===== src/adp_pkg.sv =====
package adp_pkg;
    // register word indices; byte address is index times four
    localparam logic [6:0] IDX_SCFG = 7'h00;
    localparam logic [6:0] IDX_CTRL = 7'h01;
    localparam logic [6:0] IDX_STAT = 7'h02;
    localparam logic [6:0] IDX_IRQS = 7'h03;
    localparam logic [6:0] IDX_IRQM = 7'h04;
    localparam int FOUR_WIRE_BIT = 16;
    // control register fields
    localparam int CTRL_W = 4;
    localparam int CTRL_PD = 0;
    localparam int CTRL_EDGE = 1;
    localparam int CTRL_SYNC_DIS = 2;
    localparam int CTRL_OVR_SYNC = 3;
    localparam logic [CTRL_W-1:0] CTRL_RST = 4'h0;
    // status and interrupt fields
    localparam int IRQ_W = 3;
    localparam int IRQ_SYNC = 0;
    localparam int IRQ_OVR = 1;
    localparam int IRQ_SER = 2;
    localparam int ST_PD = 0;
    localparam int ST_RUN = 1;
    localparam int ST_OVR = 2;
    // output clock: four core cycles, one data word per half
    localparam logic [1:0] PH_LOAD0 = 2'h0;
    localparam logic [1:0] PH_EDGE0 = 2'h1;
    localparam logic [1:0] PH_LOAD1 = 2'h2;
    localparam logic [1:0] PH_EDGE1 = 2'h3;
    localparam logic [3:0] SYNC_LAST = 4'hF;
    localparam int SAMPLE_W = 12;
    // serial frame: read flag, 7-bit index, 24 data bits, msb first
    localparam int SER_AW = 7;
    localparam int SER_DW = 24;
    localparam logic [5:0] HDR_LAST = 6'h07;
    localparam logic [5:0] FRAME_LAST = 6'h1F;
    // synchronised pin vector positions
    localparam int PIN_W = 5;
    localparam int PIN_SYNC = 0;
    localparam int PIN_EN = 1;
    localparam int PIN_SCLK = 2;
    localparam int PIN_SDI = 3;
    localparam int PIN_SEL = 4;
    typedef enum logic [2:0] {
        ADP_S_IDLE = 3'h1,
        ADP_S_HDR = 3'h2,
        ADP_S_DAT = 3'h4
    } adp_ser_st_t;
endpackage


===== src/adp_serial_if.sv =====
`timescale 1ns/10ps
`default_nettype none
interface adp_serial_if;
    logic sclk;
    logic sdi;
    logic sel;
    logic four;
    logic wr;
    logic [adp_pkg::SER_AW-1:0] addr;
    logic [adp_pkg::SER_DW-1:0] wdata;
    logic [adp_pkg::SER_DW-1:0] rdata;
    logic sdio_out;
    logic sdio_oe_b;
    logic sdo_out;
    logic sdo_oe_b;
    modport port(input sclk, sdi, sel, four, rdata,
        output wr, addr, wdata, sdio_out, sdio_oe_b, sdo_out, sdo_oe_b);
    modport core(output sclk, sdi, sel, four, rdata,
        input wr, addr, wdata, sdio_out, sdio_oe_b, sdo_out, sdo_oe_b);
endinterface
`default_nettype wire


===== src/adp_serial.sv =====
`timescale 1ns/10ps
`default_nettype none
module adp_serial (
    // clock and reset
    input wire logic core_clk,
    input wire logic rst_b,
    // towards the register core
    adp_serial_if.port sif
);
    import adp_pkg::*;

    typedef struct packed {
        adp_ser_st_t st;
        logic [5:0] cnt;
        logic [SER_DW-1:0] sh;
        logic [SER_DW-1:0] out_sh;
        logic rw;
        logic [SER_AW-1:0] addr;
        logic ld;
        logic wr;
        logic sclk_prev;
        logic sdio_out;
        logic sdio_oe_b;
        logic sdo_out;
        logic sdo_oe_b;
    } adp_ser_t;

    adp_ser_t q;
    adp_ser_t d;
    logic rise;
    logic fall;

    assign sif.wr = q.wr;
    assign sif.addr = q.addr;
    assign sif.wdata = q.sh;
    assign sif.sdio_out = q.sdio_out;
    assign sif.sdio_oe_b = q.sdio_oe_b;
    assign sif.sdo_out = q.sdo_out;
    assign sif.sdo_oe_b = q.sdo_oe_b;

    always_comb begin
        rise = sif.sclk & ~q.sclk_prev;
        fall = ~sif.sclk & q.sclk_prev;
        d = q;
        d.sclk_prev = sif.sclk;
        d.wr = 1'b0;
        d.ld = 1'b0;
        if (!sif.sel) begin
            d.st = ADP_S_IDLE;
            d.cnt = 6'h00;
            d.sdio_oe_b = 1'b1;
            d.sdo_oe_b = 1'b1;
        end else begin
            unique case (q.st)
                ADP_S_IDLE, ADP_S_HDR: begin
                    if (rise) begin
                        d.sh = {q.sh[SER_DW-2:0], sif.sdi};
                        d.cnt = q.cnt + 6'h01;
                        d.st = ADP_S_HDR;
                        if (q.cnt == HDR_LAST) begin
                            d.st = ADP_S_DAT;
                            d.rw = q.sh[SER_AW-1];
                            d.addr = {q.sh[SER_AW-2:0], sif.sdi};
                            d.ld = 1'b1;
                        end
                    end
                end
                ADP_S_DAT: begin
                    if (q.ld) begin
                        d.out_sh = sif.rdata;
                    end
                    if (rise) begin
                        d.sh = {q.sh[SER_DW-2:0], sif.sdi};
                        d.cnt = q.cnt + 6'h01;
                        if (q.cnt == FRAME_LAST) begin
                            d.st = ADP_S_IDLE;
                            d.cnt = 6'h00;
                            d.wr = ~q.rw;
                        end
                    end
                    // read data leaves on falling serial clock edges
                    if (fall && q.rw && !q.ld) begin
                        d.out_sh = {q.out_sh[SER_DW-2:0], 1'b0};
                        if (sif.four) begin
                            d.sdo_out = q.out_sh[SER_DW-1];
                            d.sdo_oe_b = 1'b0;
                        end else begin
                            d.sdio_out = q.out_sh[SER_DW-1];
                            d.sdio_oe_b = 1'b0;
                        end
                    end
                end
                default: d.st = ADP_S_IDLE;
            endcase
        end
        if (sif.four) begin
            d.sdio_oe_b = 1'b1;
        end else begin
            d.sdo_oe_b = 1'b1;
        end
    end

    always_ff @(posedge core_clk or negedge rst_b) begin
        if (!rst_b) begin
            q <= '{st: ADP_S_IDLE, sdio_oe_b: 1'b1, sdo_oe_b: 1'b1,
                default: '0};
        end else begin
            q <= d;
        end
    end
endmodule
`default_nettype wire


===== src/adp_top.sv =====
`timescale 1ns/10ps
`default_nettype none
module adp_top (
    // clock and reset
    input wire logic core_clk,
    input wire logic rst_b,
    // apb slave
    input wire logic psel,
    input wire logic penable,
    input wire logic pwrite,
    input wire logic [7:0] paddr,
    input wire logic [31:0] pwdata,
    output logic [31:0] prdata,
    output logic pready,
    output logic pslverr,
    // control pins
    input wire logic sync_input,
    input wire logic chip_enable,
    input wire logic serial_port_reset_n,
    // serial port pins
    input wire logic serial_clk,
    input wire logic serial_port_select,
    input wire logic sdio_in,
    output logic sdio_out,
    output logic sdio_oe_b,
    output logic serial_read_line,
    output logic serial_read_line_oe_b,
    // converter core
    input wire logic [adp_pkg::SAMPLE_W-1:0] core_sample,
    input wire logic core_overrange,
    // sample output pins
    output logic [adp_pkg::SAMPLE_W-1:0] sample_data_bus,
    output logic data_output_clock,
    output logic sync_output,
    output logic overrange_flag,
    output logic power_down,
    output logic irq
);
    import adp_pkg::*;

    typedef struct packed {
        logic [PIN_W-1:0] pins_m;
        logic [PIN_W-1:0] pins_s;
        logic sync_prev;
        logic [1:0] phase;
        logic dclk;
        logic [SAMPLE_W-1:0] data;
        logic ovr;
        logic ovr_pin;
        logic sync_run;
        logic [3:0] sync_cnt;
        logic sync_out;
        logic pd;
        logic cfg_four;
        logic [CTRL_W-1:0] ctrl;
        logic [IRQ_W-1:0] irq_stat;
        logic [IRQ_W-1:0] irq_mask;
        logic irq;
        logic pready;
        logic pslverr;
        logic [31:0] prdata;
    } adp_state_t;

    adp_state_t q;
    adp_state_t d;
    logic [PIN_W-1:0] pin_raw;
    logic [1:0] rs_q;
    logic cfg_rst_b;
    logic srst_raw_b;
    logic sync_rise;
    logic [6:0] apb_idx;
    logic apb_ok;
    adp_serial_if sif();

    ////////////////////////////////////////////////////////////////////////
    // reset: the serial reset pin clears state at once, release is timed
    assign srst_raw_b = rst_b & serial_port_reset_n;
    always_ff @(posedge core_clk or negedge srst_raw_b) begin
        if (!srst_raw_b) begin
            rs_q <= 2'h0;
        end else begin
            rs_q <= {rs_q[0], 1'b1};
        end
    end
    assign cfg_rst_b = rs_q[1];

    ////////////////////////////////////////////////////////////////////////
    // pins and serial port
    assign pin_raw[PIN_SYNC] = sync_input;
    assign pin_raw[PIN_EN] = chip_enable;
    assign pin_raw[PIN_SCLK] = serial_clk;
    assign pin_raw[PIN_SDI] = sdio_in;
    assign pin_raw[PIN_SEL] = serial_port_select;
    assign sif.sclk = q.pins_s[PIN_SCLK];
    assign sif.sdi = q.pins_s[PIN_SDI];
    assign sif.sel = q.pins_s[PIN_SEL];
    assign sif.four = q.cfg_four;
    assign sif.rdata = SER_DW'(rd_reg(q, sif.addr));

    adp_serial u_serial (
        .core_clk(core_clk),
        .rst_b(cfg_rst_b),
        .sif(sif)
    );

    ////////////////////////////////////////////////////////////////////////
    // register file
    function automatic logic [31:0] rd_reg(adp_state_t s, logic [6:0] i);
        logic [31:0] v;
        v = 32'h0000_0000;
        unique case (i)
            IDX_SCFG: v[FOUR_WIRE_BIT] = s.cfg_four;
            IDX_CTRL: v[CTRL_W-1:0] = s.ctrl;
            IDX_STAT: v[ST_OVR:ST_PD] = {s.ovr, s.sync_run, s.pd};
            IDX_IRQS: v[IRQ_W-1:0] = s.irq_stat;
            IDX_IRQM: v[IRQ_W-1:0] = s.irq_mask;
            default: v = 32'h0000_0000;
        endcase
        return v;
    endfunction

    function automatic adp_state_t wr_reg(adp_state_t s, logic [6:0] i,
        logic [31:0] v);
        adp_state_t r;
        r = s;
        if (i == IDX_SCFG) r.cfg_four = v[FOUR_WIRE_BIT];
        if (i == IDX_CTRL) r.ctrl = v[CTRL_W-1:0];
        if (i == IDX_IRQS) r.irq_stat = s.irq_stat & ~v[IRQ_W-1:0];
        if (i == IDX_IRQM) r.irq_mask = v[IRQ_W-1:0];
        return r;
    endfunction

    assign apb_idx = {1'b0, paddr[7:2]};
    assign apb_ok = (paddr[1:0] == 2'h0) && (apb_idx <= IDX_IRQM);
    assign sync_rise = q.pins_s[PIN_SYNC] & ~q.sync_prev;

    ////////////////////////////////////////////////////////////////////////
    // next state
    always_comb begin
        d = q;
        d.pins_m = pin_raw;
        d.pins_s = q.pins_m;
        d.sync_prev = q.pins_s[PIN_SYNC];
        // apb: answer in the second access cycle
        d.pready = 1'b0;
        if (psel && penable && !q.pready) begin
            d.pready = 1'b1;
            d.pslverr = ~apb_ok;
            d.prdata = (apb_ok && !pwrite) ? rd_reg(q, apb_idx) : '0;
        end
        if (psel && penable && q.pready && pwrite && apb_ok) begin
            d = wr_reg(d, apb_idx, pwdata);
        end
        if (sif.wr) begin
            d = wr_reg(d, sif.addr, {8'h00, sif.wdata});
        end
        d.pd = ~q.pins_s[PIN_EN] | q.ctrl[CTRL_PD];
        // sample path and forwarded clock
        if (sync_rise) begin
            d.phase = PH_LOAD0;
            d.dclk = q.ctrl[CTRL_EDGE];
            d.data = '0;
            d.ovr = 1'b0;
            d.sync_cnt = 4'h0;
            d.sync_run = 1'b1;
        end else if (d.pd) begin
            d.phase = PH_LOAD0;
            d.data = '0;
            d.ovr = 1'b0;
        end else begin
            d.phase = q.phase + 2'h1;
            unique case (q.phase)
                PH_LOAD0, PH_LOAD1: begin
                    d.data = core_sample;
                    d.ovr = core_overrange;
                end
                PH_EDGE0: d.dclk = ~q.ctrl[CTRL_EDGE];
                PH_EDGE1: begin
                    d.dclk = q.ctrl[CTRL_EDGE];
                    d.sync_cnt = q.sync_cnt + 4'h1;
                end
            endcase
        end
        d.sync_out = q.sync_run & ~q.ctrl[CTRL_SYNC_DIS]
            & (d.sync_cnt == SYNC_LAST);
        d.ovr_pin = q.ctrl[CTRL_OVR_SYNC] ? d.sync_out : d.ovr;
        // sticky events: a set in the clearing cycle wins
        if (sync_rise) d.irq_stat[IRQ_SYNC] = 1'b1;
        if (d.ovr && !q.ovr) d.irq_stat[IRQ_OVR] = 1'b1;
        if (sif.wr) d.irq_stat[IRQ_SER] = 1'b1;
        d.irq = |(d.irq_stat & d.irq_mask);
    end

    always_ff @(posedge core_clk or negedge cfg_rst_b) begin
        if (!cfg_rst_b) begin
            // enable pin idles high: no power-down blip after release
            q <= '{ctrl: CTRL_RST, pins_m: PIN_W'(1'b1) << PIN_EN,
                pins_s: PIN_W'(1'b1) << PIN_EN, default: '0};
        end else begin
            q <= d;
        end
    end

    assign prdata = q.prdata;
    assign pready = q.pready;
    assign pslverr = q.pslverr;
    assign sdio_out = sif.sdio_out;
    assign sdio_oe_b = sif.sdio_oe_b;
    assign serial_read_line = sif.sdo_out;
    assign serial_read_line_oe_b = sif.sdo_oe_b;
    assign sample_data_bus = q.data;
    assign data_output_clock = q.dclk;
    assign sync_output = q.sync_out;
    assign overrange_flag = q.ovr_pin;
    assign power_down = q.pd;
    assign irq = q.irq;
endmodule
`default_nettype wire


===== config.mk =====
export PLATFORM = sky130hd
export DESIGN_NAME = adp_top
export DESIGN_NICKNAME = d
export VERILOG_FILES = /design/src/adp_pkg.sv /design/src/adp_serial_if.sv /design/src/adp_serial.sv /design/src/adp_top.sv
export SDC_FILE = /design/constraint.sdc
export NUM_CORES = 1
export LEC_CHECK = 0
export BUFFER_PORTS_ARGS = -buffer_cell sky130_fd_sc_hd__buf_2
export CELL_PAD_IN_SITES_DETAIL_PLACEMENT = 1
export CELL_PAD_IN_SITES_GLOBAL_PLACEMENT = 1
export CORE_MARGIN = 2
export CORE_UTILIZATION = 39
export DETAILED_ROUTE_END_ITERATION = 8
export GPL_TIMING_DRIVEN = 0
export HOLD_SLACK_MARGIN = 0.15
export PLACE_DENSITY_LB_ADDON = 0.1
export SYNTH_ARGS = -nofsm -noshare
export SYNTH_HDL_FRONTEND = slang
export SYNTH_SLANG_ARGS = --single-unit

===== constraint.sdc =====
create_clock -name core_clk -period 3.3 [get_ports core_clk]
set_input_delay 0.495 -clock core_clk [delete_from_list [all_inputs] [get_ports core_clk]]
set_output_delay 0.495 -clock core_clk [all_outputs]
set_load 0.01 [all_outputs]

Word-level counts from Yosys, hierarchy flattened --
Index checks and enable logic that the tools add are counted. Widths: inputs -> output; s select.
Storage, ports and cells: register bits 154, bits in latches 0, input port bits 64, logic and storage cells 174, memories 0, output and inout bits 55, memory bits (read-only) 0, memory bits (writable) 0
Cells by class: shift operators 0, bitwise operators 21, reductions and logical operators 32, $mul 0, magnitude comparators 1, equality and inequality tests 27, multiplexer cells 56, add/subtract/negate cells 3, divide/modulo/power cells 0
Operator list (number):
- $mux 46 | 2
- $mux 33 | 2
- $pmux 30 s2 | 1
- $mux 24 | 2
- $mux 34 | 1
- $mux 13 | 2
- $pmux 3 s4 | 2
- $mux 1 | 23
- $mux 3 | 7
- $ne 3x2->1 const B | 7
- $mux 4 | 5
- $mux 9 | 2
- $mux 17 | 1
- $mux 16 | 1
- $reduce_and 4->1 | 4
- $eq 7x2->1 const B | 2
- $logic_not 7->1 | 2
- $eq 6x2->1 const B | 2
- $eq 6x3->1 const B | 2
- $logic_and 1x1->1 | 10
- $and 3x3->3 | 3
- $not 1->1 | 9
- $reduce_and 3->1 | 3
- $eq 7x1->1 const B | 1
- 27 further kinds | 44

Longest topological paths before layout --
Gate-level depths: netlist (run 1).
depth in word-level cells 12, depth in mapped cells 8, mapped depth without buffers 6

By module --
Synthesis (run 1) repeated with hierarchy kept, for this count alone.
Second synthesis, totals: cells, all modules 580, area, all modules 6333.6 um^2
By module, submodules not included:
- adp_serial | area an instance 3402.0 um^2, sequential area each 1805.5 um^2, cells each 280, times used 1
- adp_top | area an instance 2931.6 um^2, sequential area each 1403.8 um^2, cells each 300, times used 1

Least setup slack after synthesis (run 1) --
No wires, ideal clock.
path type input to register, start point in paddr[7], end point reg q, in the netlist sif.four, library setup time 0.125 ns, setup slack 1.129 ns, arrival 2.046 ns, cell stages on the path 5, data required time 3.175 ns, path buffers 0, cell sequence or4_4 > or3_1 > nor2_1 > mux2_2 > mux2_2
RTL lines:
- from (decl) | line adp_top.sv:11 | input wire logic [7:0] paddr,
- to (signal assigned) | line adp_top.sv:197 | q <= '{ctrl: CTRL_RST, pins_m: PIN_W'(1'b1) << PIN_EN,
- to (decl) | line adp_top.sv:64 | adp_state_t q;

Worst setup path in the final report (run 1) --
start point reg u_serial.q[70] in the netlist's numbering, end point reg u_serial.q[31] in the netlist's numbering
Between the ends: cells in the longest elaborated chain, start to end 2
RTL lines:
- from (decl) | line adp_serial.sv:28 | adp_ser_t q;
- from (signal assigned) | line adp_serial.sv:105 | q <= '{st: ADP_S_IDLE, sdio_oe_b: 1'b1, sdo_oe_b: 1'b1,
- $eq 3x3->1 | line adp_serial.sv:54 | unique case (q.st)
- $reduce_and 3->1 (no source line)
No other way between the ends. A chain may end at the register's enable or synchronous reset.

==> results.toml, run 1 <==
[setup_path]
crit_start = "u_serial.q[70]"
worstSetupEndpoint = "u_serial.q[31]"
critPathKind = "reg -> reg"
cp_data_required_time_ns = 3.57
regToRegStartpoint = "u_serial.q[70]"
slowest_delay_ns = 0.36
path_cells = "clkbuf_1 > nor3b_1 > and2_1 > o21ai_1 > clkbuf_1 > a22oi_1 > o41ai_2"
reg2regPathDepth = 7
path_max_fanout = 10
end_kind = "flip-flop"
reg2reg_slack_ns = 1.05
crit_arrival_ns = 2.53
worst_setup_path_start_kind = "flip-flop"
worst_path_max_delay_cell = "dfrtp_1"
path_common_cell = "clkbuf_1"
r2r_end = "u_serial.q[31]"

[die]
die_area_um2 = 15300
design.core.area_um2 = 13900
dieWidth_um = 124
ios = 119
initial_utilization_pct = 40.2
row_count = 43
chipHeight_um = 124

[synthesis]
synth_cell_types = 61
yosys_warnings = 0
yosysSeqAreaShare_pct = 54.1
yosys.area.top_type = "dfrtp_1"
ys_async_sr_fraction_pct = 100
syn_inst = 498
synth_area_leaders = "dfrtp_1, mux2_2, buf_4"
postSynthAreaPerCell_um2 = 11.3
synth_enable_flop_cells = 0
synth_flop_cell = "dfrtp_1"
synth_area_um2 = 5600
yosysTopAreaCellShare_pct = 51.8
synth_seq_cells = 121

[sta]
min_period_ns = 2.25
setup-violations-final = 0
min_period_over_period_pct = 68.3
tns_ns = 0
hold_viol_final = 0
rsz0062_at_grt = "no"
maxSlewHeadroom_pct = 46.8
fmax_ghz = 0.443
holdWs_ns = 0.179
skew_ns = 0.00801
slew_violations = 0
tightest_slew_ns = 0.793

[grt]
grt_use_total_pct = 17.8
grt_max_degree = 53
grt_overflow = 0
grt_pass1_vias = 4129
antenna_found_initial = 0
grt_pass1_wl_um = 20900

[outcome]
status = "finished, final reports clean"

[clock_tree]
cts_resized = 0
cts_tree = "done"
clock-sinks = 121
cts_made_buffers = 17
clk_latency_ns = 0.42
clockRootBuffer = "clkbuf_16"
clk_path_buf_depth = 2
htree_levels = 4
clk_pin_slew_ns = 0.06

[final_layout]
layout-drive-gt1-share_pct = 32.5
fin_nets = 681
syn_to_final_growth_pct = 23.5
largest_reg_flops = 36
n_antenna_cell = 0
top_register = "u_serial.q"

[detailed_routing]
ant_nets = 0
met1_length_um = 5920
vias = 4020
dr_wl_met3_um = 592
drt-initial-drc-count = 126
top_layer_used = "met4"
via_per_inst = 5.00
drt_wl_total_um = 12500
route.met2.wl_um = 5800
dr.pass1.iters = 4
drc = 0
routedWlPerCell_um = 15.5

[run]
max-cap-violations = 0

[worst_hold_path]
hold_class = "in -> reg"

[place]
place_hpwl_um = 9170
place_congestion = 0.764
io_buffers = 64

[pwr]
power.density_nw_per_um2 = 528
leakagePower_nw = 3.38
ir_drop_uv = 339
## routing by layer
| metal | GRT usage [%] | vias up |
|---|---|---|
| met5 | 0 | - |
| met4 | 6.89 | 0 |
| met3 | 4.21 | 14 |
| met2 | 28.1 | 90 |
| met1 | 23.9 | 2002 |
| li1 | - | 1914 |
## area by class of cell
cell class | count | area (um2)
Tap cell | 180 | 225
Inverter | 13 | 48.8
Clock buffer | 18 | 429
Multi-Input combinational cell | 328 | 2210
Sequential cell | 121 | 3040
Clock inverter | 14 | 174
Buffer | 62 | 409
Fill cell | 1521 | 7010
Timing Repair Buffer | 68 | 388
## metrics by stage
step,setup WS (ns),instance area [um2],instances,power (mW),util [%]
2_1_floorplan,1.13,5700,524,1.73,-
3_3_place_gp,0.548,6250,768,1.79,44.8
3_5_place_dp,0.864,6300,770,1.81,45.2
4_1_cts,1.01,6920,804,3.70,49.7
5_1_grt,0.795,6920,804,3.79,49.7
6_report,1.05,6920,804,3.65,49.7
## synth_stat cells, types with 6 or more instances
cell type and count:
nor2b_1 12, inv_1 13, dfrtp_1 116, nor2_1 12
nand3_1 8, o21ai_0 17, a22o_1 23, buf_4 45
mux2i_1 10, nand2_1 56, ha_1 6, buf_2 6
mux2_2 31, a21oi_1 18, or3_1 7, or2_2 6
a22oi_1 6, clkbuf_1 10
## critical path, delay by kind of cell, from the launching register on
| family | cells | cell delay [ns] |
|---|---|---|
| compound gates | 3 | 0.70 |
| simple gates | 2 | 0.53 |
| buf+inv | 2 | 0.52 |
| flops | 1 | 0.36 |
## placed cells by master (no fill, tap or decap), types with 7 or more instances in the layout
| master | synthesis | routed |
|---|---|---|
| a21oi_1 | 18 | 18 |
| a22o_1 | 23 | 23 |
| buf_2 | 6 | 70 |
| buf_4 | 45 | 45 |
| clkbuf_1 | 10 | 11 |
| clkbuf_16 | 0 | 17 |
| conb_1 | 2 | 28 |
| dfrtp_1 | 116 | 115 |
| inv_1 | 13 | 13 |
| mux2_2 | 31 | 31 |
| mux2i_1 | 10 | 10 |
| nand2_1 | 56 | 56 |
| nand3_1 | 8 | 8 |
| nor2_1 | 12 | 12 |
| nor2b_1 | 12 | 12 |
| o21ai_0 | 17 | 17 |
| or3_1 | 7 | 7 |
## where the power goes
part | total (mW) | leakage [nW] | switching (mW) | internal (mW)
combinational | 0.192 | 1.54 | 0.0999 | 0.0922
sequential | 1.59 | 1.56 | 0.0522 | 1.54
clock | 1.87 | 0.283 | 0.681 | 1.19
## worst min-delay path by stage
stage	from	to	slack (ns)	cells past startpoint
after floorplan	serial_port_reset_n	rs_q[0]	0.30	1
after global placement	q[76]	q[71]	0.33	0
after detailed placement	rs_q[1]	q[79]	0.26	0
after CTS	chip_enable	q[77]	0.16	1
after global routing	chip_enable	q[77]	0.17	1
final	chip_enable	q[77]	0.18	1
## kinds of logic after synthesis
family	share of synthesized area, %
muxes	8.02
buffers and inverters	8.17
DFF	54.1
AOI/OAI and AO/OA	11.5
adders and majority gates	1.34
xor gates and xnor gates	1.09
and+or+nand+nor	15.6
other	0.134
## timing repair
action	CTS	global route
hold buffers	2	0
buffers inserted	0	0
endpoints found under the hold margin	2	0
Power figures use the tool's default switching activity.
==> run 2: changes to the inputs <==
Settings changed: CORE_UTILIZATION 39 to 43.
Clock period 3.3 ns to 2.3 ns, I/O delays scaled along.
==> results.toml, run 2 (synthesis gave the netlist of run 1 again) <==
[sta]
min_period_ns = 2.13
skew_ns = 0.00805
setup-violations-final = 0
hold_viol_final = 0
rsz0062_at_grt = "no"
fmax_ghz = 0.469
setup_ws_ns = 0.167
min_period_over_period_pct = 92.7
tightest_slew_ns = 0.715
maxSlewHeadroom_pct = 52.3
slew_violations = 0

[grt]
grt_max_degree = 67
grt_pass1_wl_um = 21100
grt_overflow = 0
grt_use_total_pct = 19.0
grt_pass1_vias = 4292
antenna_found_initial = 0

[run]
max-cap-violations = 0

[clock_tree]
cts_tree = "done"
clk_path_buf_depth = 2
clock-sinks = 121
clk_pin_slew_ns = 0.06
htree_levels = 4
clockRootBuffer = "clkbuf_16"
clk_latency_ns = 0.42
cts_made_buffers = 17

[setup_path]
cp_data_required_time_ns = 2.59
crit_arrival_ns = 2.42
critPathKind = "reg -> reg"
worst_setup_path_start_kind = "flip-flop"
end_kind = "flip-flop"
path_max_fanout = 10

[place]
place_congestion = 0.810
pre_cts_ws_ns = 0.0629
io_buffers = 64
place_hpwl_um = 9010

[detailed_routing]
drt-initial-drc-count = 176
vias = 4042
routedWlPerCell_um = 15.7
drc = 0
dr.pass1.iters = 4
ant_nets = 0
drt_wl_total_um = 12600
via_per_inst = 5.05

[die]
initial_utilization_pct = 44.2
die_area_um2 = 14000
chipHeight_um = 118
design.core.area_um2 = 12700
row_count = 41
dieWidth_um = 118
ios = 119

[final_layout]
layout.area.seq_um2 = 3040
layout_common_cells = "dfrtp_1, buf_2, nand2_1, buf_4, mux2_2"
n_antenna_cell = 0
largest_reg_flops = 36
post-route-util_pct = 55.0
layout_commonest_cell = "dfrtp_1"
fin_nets = 686
nFillCells = 1367
syn_to_final_growth_pct = 24.4
multi_input_area_um2 = 2220
layout-drive-gt1-share_pct = 32.4
top_register = "u_serial.q"

[outcome]
status = "finished, final reports clean"

[pwr]
leakagePower_nw = 3.42
power_mw = 5.25
power.density_nw_per_um2 = 753
ir_drop_uv = 663

[worst_hold_path]
hold_class = "in -> reg"
run 2: cell count changes in the layout (fill, tap and decap cells not counted), moves of 2 or more:
cell	previous run	this run
dlygate4sd3_1	2	7
clkbuf_8	0	3
clkinv_4	3	0
clkinvlp_4	4	1
clkbuf_1	11	13
clkbuf_2	0	2
clkinv_2	2	4
inv_6	2	0
run 2: worst paths after layout:
| path | end | slack, ns | cells after the start | startpoint |
|---|---|---|---|---|
| hold reg to reg | q[71] | 0.35 | 0 | q[76] |
| setup / recovery | u_serial.q[31] | 0.17 | 7 | u_serial.q[70] |
| hold / removal | sample_data_bus[3] | 0.17 | 3 | core_sample[3] |
| max in group asynchronous | u_serial.q[69] | 1.10 | 1 | rs_q[1] |
| setup reg to reg | u_serial.q[31] | 0.17 | 7 | u_serial.q[70] |
| min in group asynchronous | rs_q[1] | 0.36 | 3 | rst_b |
run 2: final cells by class:
cell class              instances  area share [%]
inverters                      13           0.700
flip-flops and latches        121            43.6
clock buffers                  24            6.91
clock inverters                 8            1.69
multi-input cells             328            31.9
repair buffers                 73            6.28
well taps                     172            3.09
plain buffers                  62            5.90
run 2: metal layers:
metal | global-route usage (%) | share of wire, % | vias up
met1 | 24.6 | 46 | 2001
met2 | 30.2 | 47 | 98
met5 | 0 | 0 | -
met4 | 8.51 | 1.9 | 0
li1 | - | - | 1923
met3 | 4.87 | 4.7 | 20
run 2: critical path: stages, from the launching register on:
cell,delay [ns]
dfrtp_1,0.35
clkbuf_1,0.21
nor3b_2,0.26
and2_1,0.25
o21ai_1,0.26
clkbuf_2,0.28
a22oi_1,0.28
o41ai_2,0.11
run 2: report_power, final:
| group | internal [mW] | switching [mW] |
|---|---|---|
| Combinational | 0.134 | 0.135 |
| Sequential | 2.21 | 0.0843 |
| Clock | 1.78 | 0.910 |
| Total | 4.12 | 1.13 |
run 2: timing repair:
action / CTS / global route
gates resized for setup: 0 / 5
hold buffers: 7 / 0
endpoints found under the hold margin: 7 / 0
setup buffers: 0 / 1
setup endpoints to repair: 0 / 22
run 2: metrics by stage:
step	hold slack [ns]	TNS (ns)	cell area (um2)	cells
6_report	0.172	0	6970	801
5_1_grt	0.173	0	6970	801
4_1_cts	0.159	0	6940	800
3_5_place_dp	0.240	0	6270	761
3_3_place_gp	0.234	-45.54	6240	760
2_1_floorplan	0.151	0	5700	524
==> run 3: changes to the inputs <==
Settings changed: REMOVE_ABC_BUFFERS set to 1.
==> results.toml, run 3 (synthesis gave the netlist of run 1 again) <==
[outcome]
status = "finished, final reports clean"

[place]
io_buffers = 64
place_congestion = 0.779
pre_cts_ws_ns = -0.0168
placed_cell_area_um2 = 5900
dpl.cell_count = 701
place_hpwl_um = 8200

[grt]
grt_pass1_wl_um = 19400
antenna_found_initial = 0
grt_max_degree = 65
grt_pass1_vias = 3885
grt_use_total_pct = 17.7
grt_overflow = 0

[detailed_routing]
routedWlPerCell_um = 15.8
drt_wl_total_um = 11700
drc = 0
via_per_inst = 5.12
dr.pass1.iters = 6
ant_nets = 0
vias = 3796
drt-initial-drc-count = 140

[sta]
min_period_over_period_pct = 92.8
tns_ns = 0
rsz0062_at_grt = "no"
slew_violations = 0
skew_ns = 0.00780
hold_viol_final = 0
fmax_ghz = 0.469
min_period_ns = 2.13
maxSlewHeadroom_pct = 41.5
tightest_slew_ns = 0.874
setup-violations-final = 0
setup_ws_ns = 0.166

[final_layout]
largest_reg_flops = 36
layout_common_cells = "dfrtp_1, buf_2, nand2_1, mux2_2, conb_1"
fin_cells = 741
n_antenna_cell = 0
post-route-util_pct = 51.6
fin_area_um2 = 6540
fin_nets = 626
layout_commonest_cell = "dfrtp_1"
layout-drive-gt1-share_pct = 27.6
syn_to_final_growth_pct = 16.7
top_register = "u_serial.q"

[clock_tree]
cts_tree = "done"
clk_path_buf_depth = 2
clockRootBuffer = "clkbuf_16"
htree_levels = 4
clk_pin_slew_ns = 0.05
clk_latency_ns = 0.41
cts_made_buffers = 17
clock-sinks = 121

[pwr]
ir_drop_uv = 470
combPwrFrac_pct = 4.5
power.density_nw_per_um2 = 752
power.share.switching_pct = 22.3
seq_power_share_pct = 46.9
switching_power_mw = 1.10
leakagePower_nw = 3.13
clkPwrFrac_pct = 48.6
p_int_mw = 3.82

[die]
chipHeight_um = 118
die_area_um2 = 14000
row_count = 41
ios = 119
dieWidth_um = 118
design.core.area_um2 = 12700
initial_utilization_pct = 44.2

[setup_path]
cp_data_required_time_ns = 2.60
crit_arrival_ns = 2.43
worst_setup_path_start_kind = "flip-flop"
path_max_fanout = 10
critPathKind = "reg -> reg"
end_kind = "flip-flop"

[worst_hold_path]
hold_class = "in -> reg"

[run]
max-cap-violations = 0
## run 3: stage by stage
| step | hold WS [ns] | total power [mW] |
|---|---|---|
| after global routing | 0.166 | 5.13 |
| after global placement | 0.234 | 2.53 |
| after detailed placement | 0.249 | 2.56 |
| final | 0.170 | 4.92 |
| after floorplan | 0.151 | 2.44 |
| after CTS | 0.152 | 4.99 |
## run 3: path summary, 6_finish.rpt
path,from,end,slack [ns],depth (start not counted)
min,core_sample[4],sample_data_bus[4],0.17,3
max reg2reg,u_serial.sif.addr[3],sif.four,0.17,4
min reg2reg,q[79],q[74],0.35,0
max in group asynchronous,rs_q[1],u_serial.q[69],1.03,1
max,u_serial.sif.addr[3],sif.four,0.17,4
min in group asynchronous,rst_b,rs_q[1],0.35,3
## run 3: cell type report
class	count	area, um2
well taps	172	215
clock buffers	25	505
flip-flops and latches	121	3040
multi-input cells	328	2230
inverters	13	48.8
repair buffers	75	464
fillers	1392	6130
clock inverters	7	41.3
## run 3: critical path: stages, from the launching register on
cell     delay (ns)
dfrtp_1        0.37
or4_1          0.71
or3_4          0.45
nor3_2         0.13
mux2_2         0.34
## run 3: routing by layer
layer / share of wire [%] / track usage (%)
met4: 1.6 / 7.45
met2: 46 / 27.5
met3: 4.5 / 5.12
met1: 47 / 23.2
met5: 0 / 0
## run 3: power groups by stage
stage	Sequential, mW	Combinational, mW	Clock (mW)
3_5_place_dp	2.34	0.216	0
2_1_floorplan	2.32	0.125	0
5_1_grt	2.32	0.255	2.56
3_3_place_gp	2.35	0.180	0
6_report	2.30	0.223	2.39
4_1_cts	2.31	0.226	2.46
## run 3: repair_timing
action,in CTS,in global routing
gates resized for setup,1,2
buffers inserted,1,0
pin swaps,1,0
hold buffers,7,0
endpoints found under the setup margin,9,3
endpoints found under the hold margin,7,0
